`src/rtl/timer_pkg.sv`:
```
// Purpose: Shared constants and types for the programmable timer block.
// Assumes: One system clock; register bus signals arrive on that clock.
// Notes:   Offsets are byte addresses on the internal processor bus.
package timer_pkg;

	// ==========================================================
	// Register map
	// ==========================================================
	localparam logic [12:0] OFS_COUNT   = 13'h0008;
	localparam logic [12:0] OFS_CONTROL = 13'h0009;

	// Control register field positions.
	localparam int BIT_REQ      = 7;
	localparam int BIT_MASK     = 6;
	localparam int BIT_SRC      = 5;
	localparam int BIT_PIN      = 4;
	localparam int BIT_PSC_CLR  = 3;
	localparam int BIT_PSEL_HI  = 2;

	// ==========================================================
	// Reset values and compare constants
	// ==========================================================
	localparam logic [7:0] RST_COUNT = 8'hFF;
	localparam logic [7:0] CNT_ONE   = 8'h01;
	localparam logic [7:0] CNT_ZERO  = 8'h00;
	localparam logic [6:0] PSC_ZERO  = 7'h00;
	localparam logic [6:0] PSC_FULL  = 7'h7F;
	localparam logic [7:0] RD_ZERO   = 8'h00;

	// ==========================================================
	// Interrupt vectors
	// ==========================================================
	localparam logic [12:0] VEC_TIMER = 13'h1FF8;
	localparam logic [12:0] VEC_WAIT  = 13'h1FF6;

	// ==========================================================
	// Types
	// ==========================================================
	// Power state of the processor as seen by the timer.
	typedef enum logic [2:0] {
		PWR_RUN  = 3'b001,
		PWR_WAIT = 3'b010,
		PWR_STOP = 3'b100
	} pwr_state_t;

	// One access of the processor to the register space.
	typedef struct packed {
		logic        rd;
		logic        wr;
		logic [12:0] addr;
		logic [7:0]  wdata;
	} reg_req_t;

	// Bus pin values the core wants to present while running.
	typedef struct packed {
		logic       ds;
		logic       as;
		logic       rw;
		logic       drive;
		logic [4:0] addr_hi;
	} bus_pins_t;

endpackage

```
`src/rtl/timer_prescaler_lowpower_wake.sv`:
```
// Purpose: Eight-bit down-counter with a seven-bit prescaler, four input
//          modes, request flag and mask, and stop/wait bus handling.
// Assumes: cyc_tick_i pulses once per falling edge of the cycle clock.
// Notes:   Assert por_i together with reset_i once after power-up.
`timescale 1ns/1ps

// What this block does
// - Eight-bit down-counter fed by seven-bit prescaler.
// - Flag sets at zero or by writing one.
// - Unmasked flag interrupts; wait selects other vector.
// - Power-on reset loads count with FF.
// - Prescaler and counter advance on source falling edge.
// - Counts continuously, wraps 00 to FF.
// - Reading count never disturbs counting.
// - Flag holds until software clears it.
// - Select code picks divide 1 to 128.
// - Writing bit 3 clears prescaler, reads zero.
// - Prescaler has no processor read or write.
// - Mode 00 counts cycle clock, pin ignored.
// - Pin enable alone gates clock with pin.
// - Source select alone blocks counting.
// - Both set: count external pin edges.
// - Cycle clock keeps feeding timer during wait.
// - Resets and stop clear flag, set mask.
// - Control bits 5..0 survive external reset.
// - Low power: strobes low, read high, bus input.
// - Stop kills timer request, exits on irq/reset.
// - Wait exits on external, timer irq, reset.
// - External first; later timer uses normal vector.
// - Request made on 01 to 00 transition.
// - Masked request stays pending until unmasked.
module timer_prescaler_lowpower_wake
	import timer_pkg::*;
(
	input  wire logic        mclk_i,
	input  wire logic        reset_i,
	input  wire logic        por_i,
	input  wire logic        cyc_tick_i,
	input  wire logic        timer_pin_i,
	input  wire logic        irq_n_i,
	input  wire reg_req_t    reg_req_i,
	output logic [7:0]       rd_data_o,
	input  wire logic        cpu_imask_i,
	input  wire logic        timer_ack_i,
	input  wire logic        stop_enter_i,
	input  wire logic        wait_enter_i,
	output logic             timer_irq_o,
	output logic [12:0]      timer_vector_o,
	output logic             clear_imask_o,
	output logic             low_power_o,
	input  wire bus_pins_t   bus_pins_i,
	output logic             data_strobe_o,
	output logic             address_strobe_o,
	output logic             rw_o,
	output logic             mux_oe_n_o,
	output logic [4:0]       addr_hi_o
);

	// ==========================================================
	// Declarations
	// ==========================================================
	pwr_state_t  state_ff;
	pwr_state_t  nxt_state;
	logic [7:0]  count_ff;
	logic [6:0]  psc_ff;
	logic        req_ff;
	logic        mask_ff;
	logic        src_sel_ff;
	logic        pin_en_ff;
	logic [2:0]  psel_ff;
	logic [7:0]  rd_data_ff;
	logic [12:0] vec_ff;
	logic        wait_vec_ff;
	logic        pin_s1_ff;
	logic        pin_s2_ff;
	logic        pin_s3_ff;
	logic        irq_s1_ff;
	logic        irq_s2_ff;
	logic        ds_ff;
	logic        as_ff;
	logic        rw_ff;
	logic        oe_n_ff;
	logic [4:0]  addr_hi_ff;
	logic        clr_imask_ff;
	logic        any_reset;
	logic        ctrl_wr;
	logic        cnt_wr;
	logic        cnt_rd;
	logic        ctrl_rd;
	logic        int_tick;
	logic        pin_fall;
	logic        src_tick;
	logic        cnt_tick;
	logic        hw_set;
	logic        stop_go;
	logic        wait_go;
	logic        ext_irq;
	logic        timer_wake;
	logic        lp_next;

	// Returns true when the selected prescaler tap falls on this step.
	function automatic logic tap_fall(input logic [6:0] psc, input logic [2:0] sel);
		logic [6:0] low;
		low = 7'(PSC_FULL >> (3'd7 - sel));
		return (psc | ~low) == PSC_FULL;
	endfunction

	// Returns true when the access targets the given register.
	function automatic logic hit(input reg_req_t req, input logic [12:0] ofs);
		return req.addr == ofs;
	endfunction

	// ==========================================================
	// Decoding
	// ==========================================================
	// Register strobes and combined reset.
	assign any_reset = reset_i | por_i;
	assign ctrl_wr   = reg_req_i.wr & hit(reg_req_i, OFS_CONTROL);
	assign cnt_wr    = reg_req_i.wr & hit(reg_req_i, OFS_COUNT);
	assign ctrl_rd   = reg_req_i.rd & hit(reg_req_i, OFS_CONTROL);
	assign cnt_rd    = reg_req_i.rd & hit(reg_req_i, OFS_COUNT);
	assign ext_irq   = ~irq_s2_ff;
	assign stop_go   = stop_enter_i & (state_ff == PWR_RUN);
	assign wait_go   = wait_enter_i & (state_ff == PWR_RUN);

	// ==========================================================
	// Pin synchronisers
	// ==========================================================
	// Timer pin and interrupt pin pass two flops; a third gives edges.
	always_ff @(posedge mclk_i) begin
		if (any_reset) begin
			pin_s1_ff <= 1'b0;
			pin_s2_ff <= 1'b0;
			pin_s3_ff <= 1'b0;
			irq_s1_ff <= 1'b1;
			irq_s2_ff <= 1'b1;
		end else begin
			pin_s1_ff <= timer_pin_i;
			pin_s2_ff <= pin_s1_ff;
			pin_s3_ff <= pin_s2_ff;
			irq_s1_ff <= irq_n_i;
			irq_s2_ff <= irq_s1_ff;
		end
	end

	// ==========================================================
	// Count source selection
	// ==========================================================
	// The cycle clock keeps running in wait; only stop halts it.
	assign int_tick = cyc_tick_i & (state_ff != PWR_STOP);
	assign pin_fall = pin_s3_ff & ~pin_s2_ff;

	// Four input modes chosen by pin enable and source select.
	always_comb begin
		src_tick = 1'b0;
		unique case ({pin_en_ff, src_sel_ff})
			2'b00: src_tick = int_tick;
			2'b10: src_tick = int_tick & pin_s2_ff;
			2'b01: src_tick = 1'b0;
			2'b11: src_tick = pin_fall;
		endcase
	end

	// Counter steps when the chosen tap falls.
	assign cnt_tick = src_tick & tap_fall(psc_ff, psel_ff);
	assign hw_set   = cnt_tick & ~cnt_wr & (count_ff == CNT_ONE);

	// ==========================================================
	// Prescaler
	// ==========================================================
	// Free-running divider; processor can only clear it.
	always_ff @(posedge mclk_i) begin
		if (por_i) begin
			psc_ff <= PSC_ZERO;
		end else if (ctrl_wr & reg_req_i.wdata[BIT_PSC_CLR]) begin
			psc_ff <= PSC_ZERO;
		end else if (src_tick) begin
			psc_ff <= psc_ff + 7'h01;
		end
	end

	// ==========================================================
	// Counter
	// ==========================================================
	// A write replaces the count; otherwise it decrements and wraps.
	always_ff @(posedge mclk_i) begin
		if (por_i) begin
			count_ff <= RST_COUNT;
		end else if (cnt_wr) begin
			count_ff <= reg_req_i.wdata;
		end else if (cnt_tick) begin
			count_ff <= count_ff - 8'h01;
		end
	end

	// ==========================================================
	// Control register
	// ==========================================================
	// Request flag: hardware set beats a software clear.
	always_ff @(posedge mclk_i) begin
		if (any_reset | stop_go) begin
			req_ff <= 1'b0;
		end else if (hw_set) begin
			req_ff <= 1'b1;
		end else if (ctrl_wr) begin
			req_ff <= reg_req_i.wdata[BIT_REQ];
		end
	end

	// Interrupt mask bit.
	always_ff @(posedge mclk_i) begin
		if (any_reset | stop_go) begin
			mask_ff <= 1'b1;
		end else if (ctrl_wr) begin
			mask_ff <= reg_req_i.wdata[BIT_MASK];
		end
	end

	// Mode and prescaler select only clear on power-on.
	always_ff @(posedge mclk_i) begin
		if (por_i) begin
			src_sel_ff <= 1'b0;
			pin_en_ff  <= 1'b0;
			psel_ff    <= 3'h0;
		end else if (ctrl_wr) begin
			src_sel_ff <= reg_req_i.wdata[BIT_SRC];
			pin_en_ff  <= reg_req_i.wdata[BIT_PIN];
			psel_ff    <= reg_req_i.wdata[BIT_PSEL_HI:0];
		end
	end

	// Read data: clear bit reads zero, unmapped reads zero.
	always_ff @(posedge mclk_i) begin
		if (any_reset) begin
			rd_data_ff <= RD_ZERO;
		end else if (ctrl_rd) begin
			rd_data_ff <= {req_ff, mask_ff, src_sel_ff, pin_en_ff, 1'b0, psel_ff};
		end else if (cnt_rd) begin
			rd_data_ff <= count_ff;
		end else if (reg_req_i.rd) begin
			rd_data_ff <= RD_ZERO;
		end
	end

	// ==========================================================
	// Power state and wake-up
	// ==========================================================
	// Timer may wake the core only from wait, never from stop.
	assign timer_wake = req_ff & ~mask_ff & (state_ff == PWR_WAIT);

	always_comb begin
		nxt_state = state_ff;
		unique case (state_ff)
			PWR_RUN: begin
				if (stop_go) begin
					nxt_state = PWR_STOP;
				end else if (wait_go) begin
					nxt_state = PWR_WAIT;
				end
			end
			PWR_WAIT: begin
				if (ext_irq | timer_wake) begin
					nxt_state = PWR_RUN;
				end
			end
			PWR_STOP: begin
				if (ext_irq) begin
					nxt_state = PWR_RUN;
				end
			end
			default: nxt_state = PWR_RUN;
		endcase
	end

	always_ff @(posedge mclk_i) begin
		if (any_reset) begin
			state_ff <= PWR_RUN;
		end else begin
			state_ff <= nxt_state;
		end
	end

	// Wait vector only when the timer alone ends the wait.
	always_ff @(posedge mclk_i) begin
		if (any_reset | timer_ack_i | ~req_ff) begin
			wait_vec_ff <= 1'b0;
		end else if (timer_wake & ~ext_irq) begin
			wait_vec_ff <= 1'b1;
		end else if (timer_wake) begin
			wait_vec_ff <= 1'b0;
		end
	end

	// Vector output registered from the wait marker.
	always_ff @(posedge mclk_i) begin
		if (any_reset) begin
			vec_ff <= VEC_TIMER;
		end else begin
			vec_ff <= wait_vec_ff ? VEC_WAIT : VEC_TIMER;
		end
	end

	// Request raised while unmasked; a masked one stays pending.
	assign timer_irq_o = req_ff & ~mask_ff & ~cpu_imask_i;

	// ==========================================================
	// Bus pins in low power
	// ==========================================================
	assign lp_next = (nxt_state != PWR_RUN);

	// Strobes low, read high, bus released, high address held.
	always_ff @(posedge mclk_i) begin
		if (any_reset) begin
			ds_ff        <= 1'b0;
			as_ff        <= 1'b0;
			rw_ff        <= 1'b1;
			oe_n_ff      <= 1'b1;
			addr_hi_ff   <= 5'h00;
			clr_imask_ff <= 1'b0;
		end else begin
			clr_imask_ff <= stop_go | wait_go;
			if (lp_next) begin
				ds_ff   <= 1'b0;
				as_ff   <= 1'b0;
				rw_ff   <= 1'b1;
				oe_n_ff <= 1'b1;
			end else begin
				ds_ff      <= bus_pins_i.ds;
				as_ff      <= bus_pins_i.as;
				rw_ff      <= bus_pins_i.rw;
				oe_n_ff    <= ~bus_pins_i.drive;
				addr_hi_ff <= bus_pins_i.addr_hi;
			end
		end
	end

	// ==========================================================
	// Outputs
	// ==========================================================
	assign rd_data_o        = rd_data_ff;
	assign timer_vector_o   = vec_ff;
	assign clear_imask_o    = clr_imask_ff;
	assign low_power_o      = (state_ff != PWR_RUN);
	assign data_strobe_o    = ds_ff;
	assign address_strobe_o = as_ff;
	assign rw_o             = rw_ff;
	assign mux_oe_n_o       = oe_n_ff;
	assign addr_hi_o        = addr_hi_ff;
endmodule

```
`config.mk`:
```
export PLATFORM = sky130hd
export DESIGN_NAME = timer_prescaler_lowpower_wake
export DESIGN_NICKNAME = d
export VERILOG_FILES = /design/src/rtl/timer_pkg.sv /design/src/rtl/timer_prescaler_lowpower_wake.sv
export SDC_FILE = /design/constraint.sdc
export NUM_CORES = 1
export LEC_CHECK = 0
export ABC_AREA = 1
export BUFFER_PORTS_ARGS = -buffer_cell sky130_fd_sc_hd__buf_4
export CORE_ASPECT_RATIO = 0.6
export CORE_MARGIN = 2
export CORE_UTILIZATION = 47
export DETAILED_ROUTE_END_ITERATION = 16
export PLACE_DENSITY = 0.76
export SYNTH_ARGS = -nofsm -noshare
export SYNTH_HDL_FRONTEND = slang
export SYNTH_SLANG_ARGS = --single-unit
```
`constraint.sdc`:
```
create_clock -name mclk_i -period 1.25 [get_ports mclk_i]
set_clock_uncertainty 0.15 [all_clocks]
set_input_delay 0.25 -clock mclk_i [delete_from_list [all_inputs] [get_ports mclk_i]]
set_output_delay 0.25 -clock mclk_i [all_outputs]
set_load 0.005 [all_outputs]
```
==> impl_metrics.tcl, run 1 <==
set metrics [dict create \
    arrival_ps 1550 \
    wirelength_mm 8.33 \
    overflow 0 \
    swShare 0.278 \
    dp.cells 554 \
    power_switching_mw 0.949 \
    combinationalPowerShare 0.198 \
    path_clk_slew_ps 100 \
    dpl_cell_area_sq_um 3620 \
    syn_inst 381 \
    design.die.area_sq_um 6320 \
    async_flop_share 0 \
    critPathRequiredTime_ps 1300 \
    antenna_left 0 \
    ff2ff_setup_slack_ps -250 \
    port_buffers 64 \
    ir_drop_v 0.000589 \
    path_class "flip-flop to flip-flop" \
    fin_hold_ws_ps 8.40 \
    crit_end "count_ff[6]$_SDFFE_PP1P_" \
    period_minus_slack_ps 1500 \
    core_area_sq_um 5520 \
    gp_congestion 0.873 \
    total_power_mw 3.41 \
    max_cap_viol_count 0 \
    synth.distinct_cells 37 \
    regToRegEndpoint "count_ff[6]$_SDFFE_PP1P_" \
    reg2reg_from "psc_ff[0]$_SDFFE_PP0P_" \
    grt_max_degree 17 \
    grt_pass1_vias 2744 \
    powerDensity_nw_per_um2 824 \
    via_per_inst 5.15 \
    fin_util 0.751 \
    grt_first_pass_wirelength_mm 12.6 \
    cts_tree "done" \
    drv_slew 0 \
    ys.flop_type "dfxtp_1" \
    numCtsBuffers 5 \
    hold_viol 0 \
    leakagePower_nw 2.03 \
    status "finished with violations" \
    finalNetCount 551 \
    drive_gt1_frac 0.452 \
    die_h_um 62.4 \
    clk_latency_ps 310 \
    period_share 1.20 \
    rsz0062_at_grt "true" \
    synth-edff-count 0 \
    drc 0 \
    fin_area_sq_um 4140 \
    synth_top_area_frac 0.382 \
    avgSynthCellArea_sq_um 7.01 \
    htreeDepth 2 \
    synth_area_leaders "dfxtp_1, nand2_1, inv_1" \
    firstDrtPassIters 5 \
    fmax_ghz 0.666 \
    violations "negative setup slack" \
    tns_ps -5340 \
    cts-root-buf "clkbuf_8" \
    internal_power_mw 2.46 \
    yosysMostFrequentCell "nand2_1" \
    pre_cts_ws_ps -353 \
    start_util 0.484 \
    vias 2966 \
    critPathLaunch "psc_ff[0]$_SDFFE_PP0P_" \
    n_fill_cell 399 \
    worstHoldPathType "primary input to flip-flop" \
    die_w_um 101 \
    worst_slack_ps -251 \
    antenna_found_initial 0 \
    ys_seq_area_frac 0.382 \
    layout-area-overhead-vs-synth_pct 55.0 \
    worstPathMaxFanout 5 \
    wl_per_cell_um 14.5 \
    hpwl_mm 5.71 \
    synth_commonest_cells "nand2_1, inv_1, dfxtp_1" \
    synth_warnings 0 \
    rr_worst_depth 7 \
    hp-start "timer_pin_i" \
    pwr-share-clk 0.301 \
    num_io_pins 75 \
    fin_cells 576 \
    cp-start-kind "flip-flop" \
    netlist_area_sq_um 2670 \
    diodes 0 \
    crit_path_end_kind "flip-flop" \
    clock_path_buffers 2 \
    finalSetupViolCount 34 \
    grt_usage 0.251 \
    synth_area_leader_cell "dfxtp_1" \
    seqPwrFrac 0.501 \
    drt_iter0_drc 152 \
    fp-row-count 21 \
    synth-seq-cells 51 \
    cts.sinks 51 \
]
==> cell usage in the layout (no fill, tap or decap), types with 5 or more instances in the layout <==
cell / instances
clkbuf_8: 6
nor2_4: 7
nand3_2: 14
nand2_2: 20
nand2_1: 76
buf_4: 103
buf_12: 5
buf_6: 14
a21oi_1: 15
nor2_1: 20
o21ai_1: 11
inv_2: 9
nand4_1: 13
inv_1: 48
dfxtp_2: 12
nand2_4: 6
a21oi_2: 7
nand3_1: 24
dfxtp_1: 38
conb_1: 10
==> worst min path at each step <==
stage | depth (start not counted) | endpoint | slack [ps]
after floorplan | 1 | mux_oe_n_o$_SDFF_PP1_ | 180
after global placement | 1 | irq_s2_ff$_SDFF_PP1_ | 250
after detailed placement | 1 | irq_s2_ff$_SDFF_PP1_ | 250
after CTS | 3 | data_strobe_o$_SDFF_PP0_ | 0.4
after global routing | 3 | pin_s1_ff$_SDFF_PP0_ | 20
final | 3 | pin_s1_ff$_SDFF_PP0_ | 8
==> state kept, by name, indices dropped and copies added (netlist names) <==
register / flops
timer_vector_o: 2
pin_s2_ff: 1
rd_data_o: 8
irq_s1_ff: 1
psel_ff: 3
psc_ff: 7
count_ff: 8
src_sel_ff: 1
data_strobe_o: 1
pin_s3_ff: 1
mask_ff: 1
req_ff: 1
wait_vec_ff: 1
mux_oe_n_o: 1
irq_s2_ff: 1
clear_imask_o: 1
rw_o: 1
addr_hi_o: 5
address_strobe_o: 1
pin_en_ff: 1
state_ff: 3
pin_s1_ff: 1
==> power by group through the flow <==
stage / registers (mW) / clock network (mW) / logic [mW]
finish: 1.71 / 1.03 / 0.675
global route: 1.71 / 1.13 / 0.732
CTS: 1.70 / 1.04 / 0.624
detailed placement: 1.74 / 0 / 0.555
global placement: 1.74 / 0 / 0.537
floorplan: 1.74 / 0 / 0.260
==> routing by layer <==
| layer | routed length [um] | global-route usage | up-vias |
|---|---|---|---|
| met5 | 0 | 0 | - |
| met4 | 138 | 0.0456 | 0 |
| li1 | - | - | 1446 |
| met1 | 3660 | 0.345 | 1397 |
| met2 | 4050 | 0.411 | 108 |
| met3 | 484 | 0.0515 | 15 |
==> cells by family after synthesis <==
| group | Yosys count | synth area share |
|---|---|---|
| and+or+nand+nor | 202 | 0.373 |
| adders and majority gates | 3 | 0.0141 |
| other | 2 | 0.00281 |
| buffers and inverters | 78 | 0.128 |
| DFF | 51 | 0.382 |
| xor gates and xnor gates | 6 | 0.0197 |
| AOI/OAI and AO/OA | 39 | 0.0796 |
==> timing repair <==
item                                   4_1_cts  5_1_grt
setup endpoints to repair                   32       45
cloned                                       1        1
endpoints found under the hold margin        3        0
hold buffers                                 3        0
resized for setup                           43       45
pin swaps                                   22       38
buffers inserted                             5        4
==> final cells by class <==
type	instances	area, sq um	share of cell area
clock buffers	6	82.6	0.0199
clock inverters	2	16.3	0.00393
inverters	61	236	0.0571
multi-input cells	262	1620	0.391
flip-flops and latches	51	1040	0.251
well taps	69	86.3	0.0208
repair buffers	125	1060	0.256
==> critical path, cell delays in order (launching register included) <==
cell and delay [ps]:
dfxtp_2 410, nand2_1 60, o21ai_1 100, nand2_2 90, a21oi_4 270, nand2_4 140
nand3_2 100, nand3_2 80
(Power assumes the default switching activity.)
==> run 2: changes to the inputs <==
- ABC_AREA: 1 -> unset
- CORE_UTILIZATION: 47 -> 46
==> impl_metrics.tcl, run 2 <==
set metrics [dict create \
    synth_warnings 0 \
    grt_first_pass_wirelength_mm 10.9 \
    synth_area_leaders "dfxtp_1, nor2_1, mux2i_1" \
    reg2reg_from "pin_en_ff$_SDFFE_PP0P_" \
    min_path_cells 2 \
    hold_viol 0 \
    start_util 0.473 \
    finalSetupViolCount 36 \
    leakagePower_nw 1.73 \
    yosysMostFrequentCell "dfxtp_1" \
    gp_congestion 0.852 \
    hpwl_mm 4.87 \
    antenna_left 0 \
    core_area_sq_um 5000 \
    cp-start-kind "flip-flop" \
    clock_path_buffers 2 \
    dp.cells 441 \
    grt_pass1_vias 2289 \
    synth_top_area_frac 0.431 \
    worstHoldPathType "primary input to flip-flop" \
    rr_worst_depth 7 \
    ir_drop_v 0.000541 \
    arrival_ps 1800 \
    cts_tree "done" \
    cts-root-buf "clkbuf_8" \
    period_share 1.40 \
    synth.distinct_cells 45 \
    via_per_inst 5.10 \
    die_w_um 96.6 \
    worst_slack_ps -494 \
    fp-row-count 20 \
    critPathRequiredTime_ps 1300 \
    port_buffers 64 \
    ys_seq_area_frac 0.431 \
    finalNetCount 441 \
    antenna_found_initial 0 \
    hp-start "reset_i" \
    path_class "flip-flop to flip-flop" \
    avgSynthCellArea_sq_um 8.97 \
    wl_per_cell_um 15.1 \
    fin_cells 463 \
    total_power_mw 3.32 \
    ys.flop_type "dfxtp_1" \
    path_clk_slew_ps 90 \
    grt_max_degree 17 \
    worstPathMaxFanout 7 \
    syn_inst 264 \
    drv_slew 0 \
    final_common_cell "buf_4" \
    dpl_cell_area_sq_um 3410 \
    cts.sinks 51 \
    drc 0 \
    synth-seq-cells 51 \
    drive_gt1_frac 0.496 \
    netlist_area_sq_um 2370 \
    crit_path_end_kind "flip-flop" \
    clk_latency_ps 310 \
    powerDensity_nw_per_um2 862 \
    period_minus_slack_ps 1740 \
    rsz0062_at_grt "true" \
    design.die.area_sq_um 5760 \
    diodes 0 \
    fin_area_sq_um 3850 \
    violations "negative setup slack" \
    status "finished with violations" \
    num_io_pins 75 \
    htreeDepth 2 \
    tns_ps -11190 \
    grt_usage 0.242 \
    vias 2362 \
    layout-area-overhead-vs-synth_pct 62.5 \
    async_flop_share 0 \
    synth_area_leader_cell "dfxtp_1" \
    mostFrequentLayoutCells "buf_4, dfxtp_1, nor2_1, buf_6, mux2i_1" \
    pre_cts_ws_ps -606 \
    die_h_um 59.6 \
    fmax_ghz 0.573 \
    max_cap_viol_count 0 \
    drt_iter0_drc 135 \
    critPathLaunch "pin_en_ff$_SDFFE_PP0P_" \
    wirelength_mm 6.99 \
    synth_commonest_cells "dfxtp_1, nor2_1, a21oi_1" \
    numCtsBuffers 5 \
    firstDrtPassIters 4 \
    overflow 0 \
    synth-edff-count 0 \
]
[run 2: worst max-delay path: stages, from the launching register on]
cell and delay (ps):
dfxtp_2 330, nor2b_4 120, o41ai_4 300, and4_4 320, buf_4 130, nand3_2 70, xor2_1 140, a21oi_1 80
[run 2: where the power goes]
| group | switching [mW] | total (mW) | internal [mW] |
|---|---|---|---|
| sequential | 0.0267 | 1.69 | 1.66 |
| clock | 0.581 | 0.974 | 0.393 |
| combinational | 0.275 | 0.655 | 0.380 |
| total | 0.883 | 3.32 | 2.44 |
[run 2: kinds of logic (layout without fill, tap and decap cells)]
kind of cell,Yosys count,in the layout,share of synthesized area
AO/OA/AOI/OAI,36,36,0.0998
multiplexers,19,19,0.0829
adder cells (fa/ha/maj),3,3,0.0158
flip-flops,51,51,0.431
other,2,10,0.00317
AND/OR/NAND/NOR,115,115,0.260
buffers and inverters,26,151,0.0629
XOR/XNOR,12,12,0.0444
[run 2: final cells by class]
cell class	instances	area (sq um)
inverter	7	26.3
tap	66	82.6
multi-input combinational	195	1470
fill	354	1160
clock inverter	3	18.8
sequential	51	1030
clock buffer	5	68.8
timing repair buffer	136	1150
[run 2: timing repair]
action	CTS	global route
cloned	1	0
setup endpoints to repair	44	46
hold buffers	6	0
resized for setup	41	18
endpoints found under the hold margin	5	0
buffers inserted	7	2
pin swaps	25	22
[run 2: final timing paths]
| check | to | slack, ps |
|---|---|---|
| setup / recovery | count_ff[6]$_SDFFE_PP1P_ | -490 |
| hold / removal | irq_s2_ff$_SDFF_PP1_ | 7 |
| setup reg to reg | count_ff[6]$_SDFFE_PP1P_ | -490 |
| hold reg to reg | irq_s2_ff$_SDFF_PP1_ | 280 |
[run 2: per-stage QoR]
step	utilization	hold slack, ps
6_report	0.769	7.06
5_1_grt	0.769	21.5
4_1_cts	0.757	3.59
3_5_place_dp	0.681	254
3_3_place_gp	0.681	239
2_1_floorplan	-	169
[run 2: routing by layer]
| layer | track usage | part of all wire | vias up |
|---|---|---|---|
| met5 | 0 | 0 | - |
| met4 | 0.0704 | 0.019 | 0 |
| met3 | 0.0542 | 0.063 | 20 |
| met2 | 0.388 | 0.44 | 82 |
| met1 | 0.333 | 0.47 | 1114 |
| li1 | - | - | 1146 |
==> run 3: changes to the inputs <==
- CORE_ASPECT_RATIO: 0.6 -> unset
==> impl_metrics.tcl, run 3 (synthesis gave the netlist of run 2 again) <==
set metrics [dict create \
    antenna_found_initial 0 \
    vias 2296 \
    total_power_mw 3.49 \
    worstPathMaxFanout 7 \
    gp_congestion 0.813 \
    period_share 1.40 \
    wl_per_cell_um 15.1 \
    worst_slack_ps -494 \
    path_clk_slew_ps 100 \
    via_per_inst 5.00 \
    start_util 0.470 \
    fin_cells 459 \
    mostFrequentLayoutCells "buf_4, dfxtp_1, nor2_1, buf_6, mux2i_1" \
    layout-area-overhead-vs-synth_pct 63.0 \
    num_io_pins 75 \
    die_w_um 75.8 \
    arrival_ps 1790 \
    wl_met3_um 273 \
    status "finished with violations" \
    overflow 0 \
    drc 0 \
    htreeDepth 2 \
    cp-start-kind "flip-flop" \
    max_cap_viol_count 0 \
    finalSetupViolCount 34 \
    drv_slew 0 \
    core_area_sq_um 5040 \
    violations "negative setup slack" \
    cts-root-buf "clkbuf_8" \
    final_common_cell "buf_4" \
    firstDrtPassIters 4 \
    crit_chain "nor2b_4, o41ai_4, and4_4, nand4b_1, xor2_1, a21oi_1" \
    fp-row-count 26 \
    leakagePower_nw 1.72 \
    grt_pass1_vias 2226 \
    cts.sinks 51 \
    port_buffers 64 \
    cpPeakStageDelay_ps 340 \
    fmax_ghz 0.573 \
    ir_drop_v 0.000774 \
    wirelength_mm 6.92 \
    clk_latency_ps 310 \
    antenna_left 0 \
    n_fill_cell 330 \
    hold_viol 0 \
    wl_met1_mm 2.82 \
    grt_max_degree 17 \
    period_minus_slack_ps 1740 \
    diodes 0 \
    fin_util 0.766 \
    die_h_um 75.8 \
    critPathRequiredTime_ps 1290 \
    finalNetCount 433 \
    cts_tree "done" \
    drive_gt1_frac 0.494 \
    design.die.area_sq_um 5740 \
    grt_usage 0.229 \
    numCtsBuffers 5 \
    hpwl_mm 4.27 \
    dp.cells 434 \
    dr_wl_met2_mm 3.67 \
    path_class "flip-flop to flip-flop" \
    grt_first_pass_wirelength_mm 9.89 \
    rsz0062_at_grt "true" \
    drt_iter0_drc 56 \
    worstHoldPathType "primary input to flip-flop" \
    slowest_stage "dfxtp_2" \
    powerDensity_nw_per_um2 903 \
    top_layer_used "met4" \
    clock_path_buffers 2 \
    crit_path_end_kind "flip-flop" \
]
run 3: metrics by stage:
stage / hold WS (ps) / TNS [ps] / worst slack, ps / instance area, sq um
after detailed placement: 252 / -14950 / -529 / 3300
final: 21.4 / -11230 / -494 / 3860
after global placement: 244 / -13530 / -493 / 3300
after floorplan: 169 / -9910 / -558 / 2520
after CTS: 16.3 / -10530 / -465 / 3670
after global routing: 13.1 / -13540 / -572 / 3860
run 3: critical path, delay by kind of cell, from the launching register on:
kind             cells  cell delay (ps)
AND/OR/NAND/NOR      3              560
AO/OA/AOI/OAI        2              390
flip-flops           1              340
XOR/XNOR             1              190
run 3: power breakdown:
part / leakage (nW) / internal (mW) / switching, mW
clock: 0.0581 / 0.597 / 0.566
sequential: 0.417 / 1.66 / 0.0252
combinational: 1.24 / 0.365 / 0.271
total: 1.72 / 2.63 / 0.862
run 3: cell type report:
| type | instances | area [sq um] | area share |
|---|---|---|---|
| Inverter | 7 | 28.8 | 0.00746 |
| Timing Repair Buffer | 128 | 1100 | 0.286 |
| Tap cell | 70 | 87.6 | 0.0227 |
| Clock inverter | 3 | 43.8 | 0.0113 |
| Sequential cell | 51 | 1030 | 0.267 |
| Multi-Input combinational cell | 195 | 1490 | 0.387 |
| Clock buffer | 5 | 68.8 | 0.0178 |
run 3: repair_timing:
| item | 4_1_cts | 5_1_grt |
|---|---|---|
| pin swaps | 25 | 21 |
| buffers inserted | 6 | 5 |
| resized for setup | 33 | 29 |
| hold buffers | 6 | 0 |
| endpoints found under the setup margin | 38 | 43 |
| endpoints found under the hold margin | 5 | 0 |
run 3: metal layers:
| layer | GRT usage | vias to the layer above |
|---|---|---|
| li1 | - | 1128 |
| met1 | 0.280 | 1090 |
| met2 | 0.410 | 62 |
| met3 | 0.0410 | 16 |
| met4 | 0.0663 | 0 |
| met5 | 0 | - |
run 3: final timing paths:
| path | start | end | slack (ps) | cells past startpoint |
|---|---|---|---|---|
| worst min-delay path | bus_pins_i[8] | data_strobe_o$_SDFF_PP0_ | 20 | 2 |
| worst min register to register | wait_vec_ff$_SDFFE_PP0P_ | timer_vector_o[3]$_SDFF_PP1_ | 270 | 1 |
| worst max register to register | pin_en_ff$_SDFFE_PP0P_ | count_ff[5]$_SDFFE_PP1P_ | -490 | 6 |
| worst max-delay path | pin_en_ff$_SDFFE_PP0P_ | count_ff[5]$_SDFFE_PP1P_ | -490 | 6 |
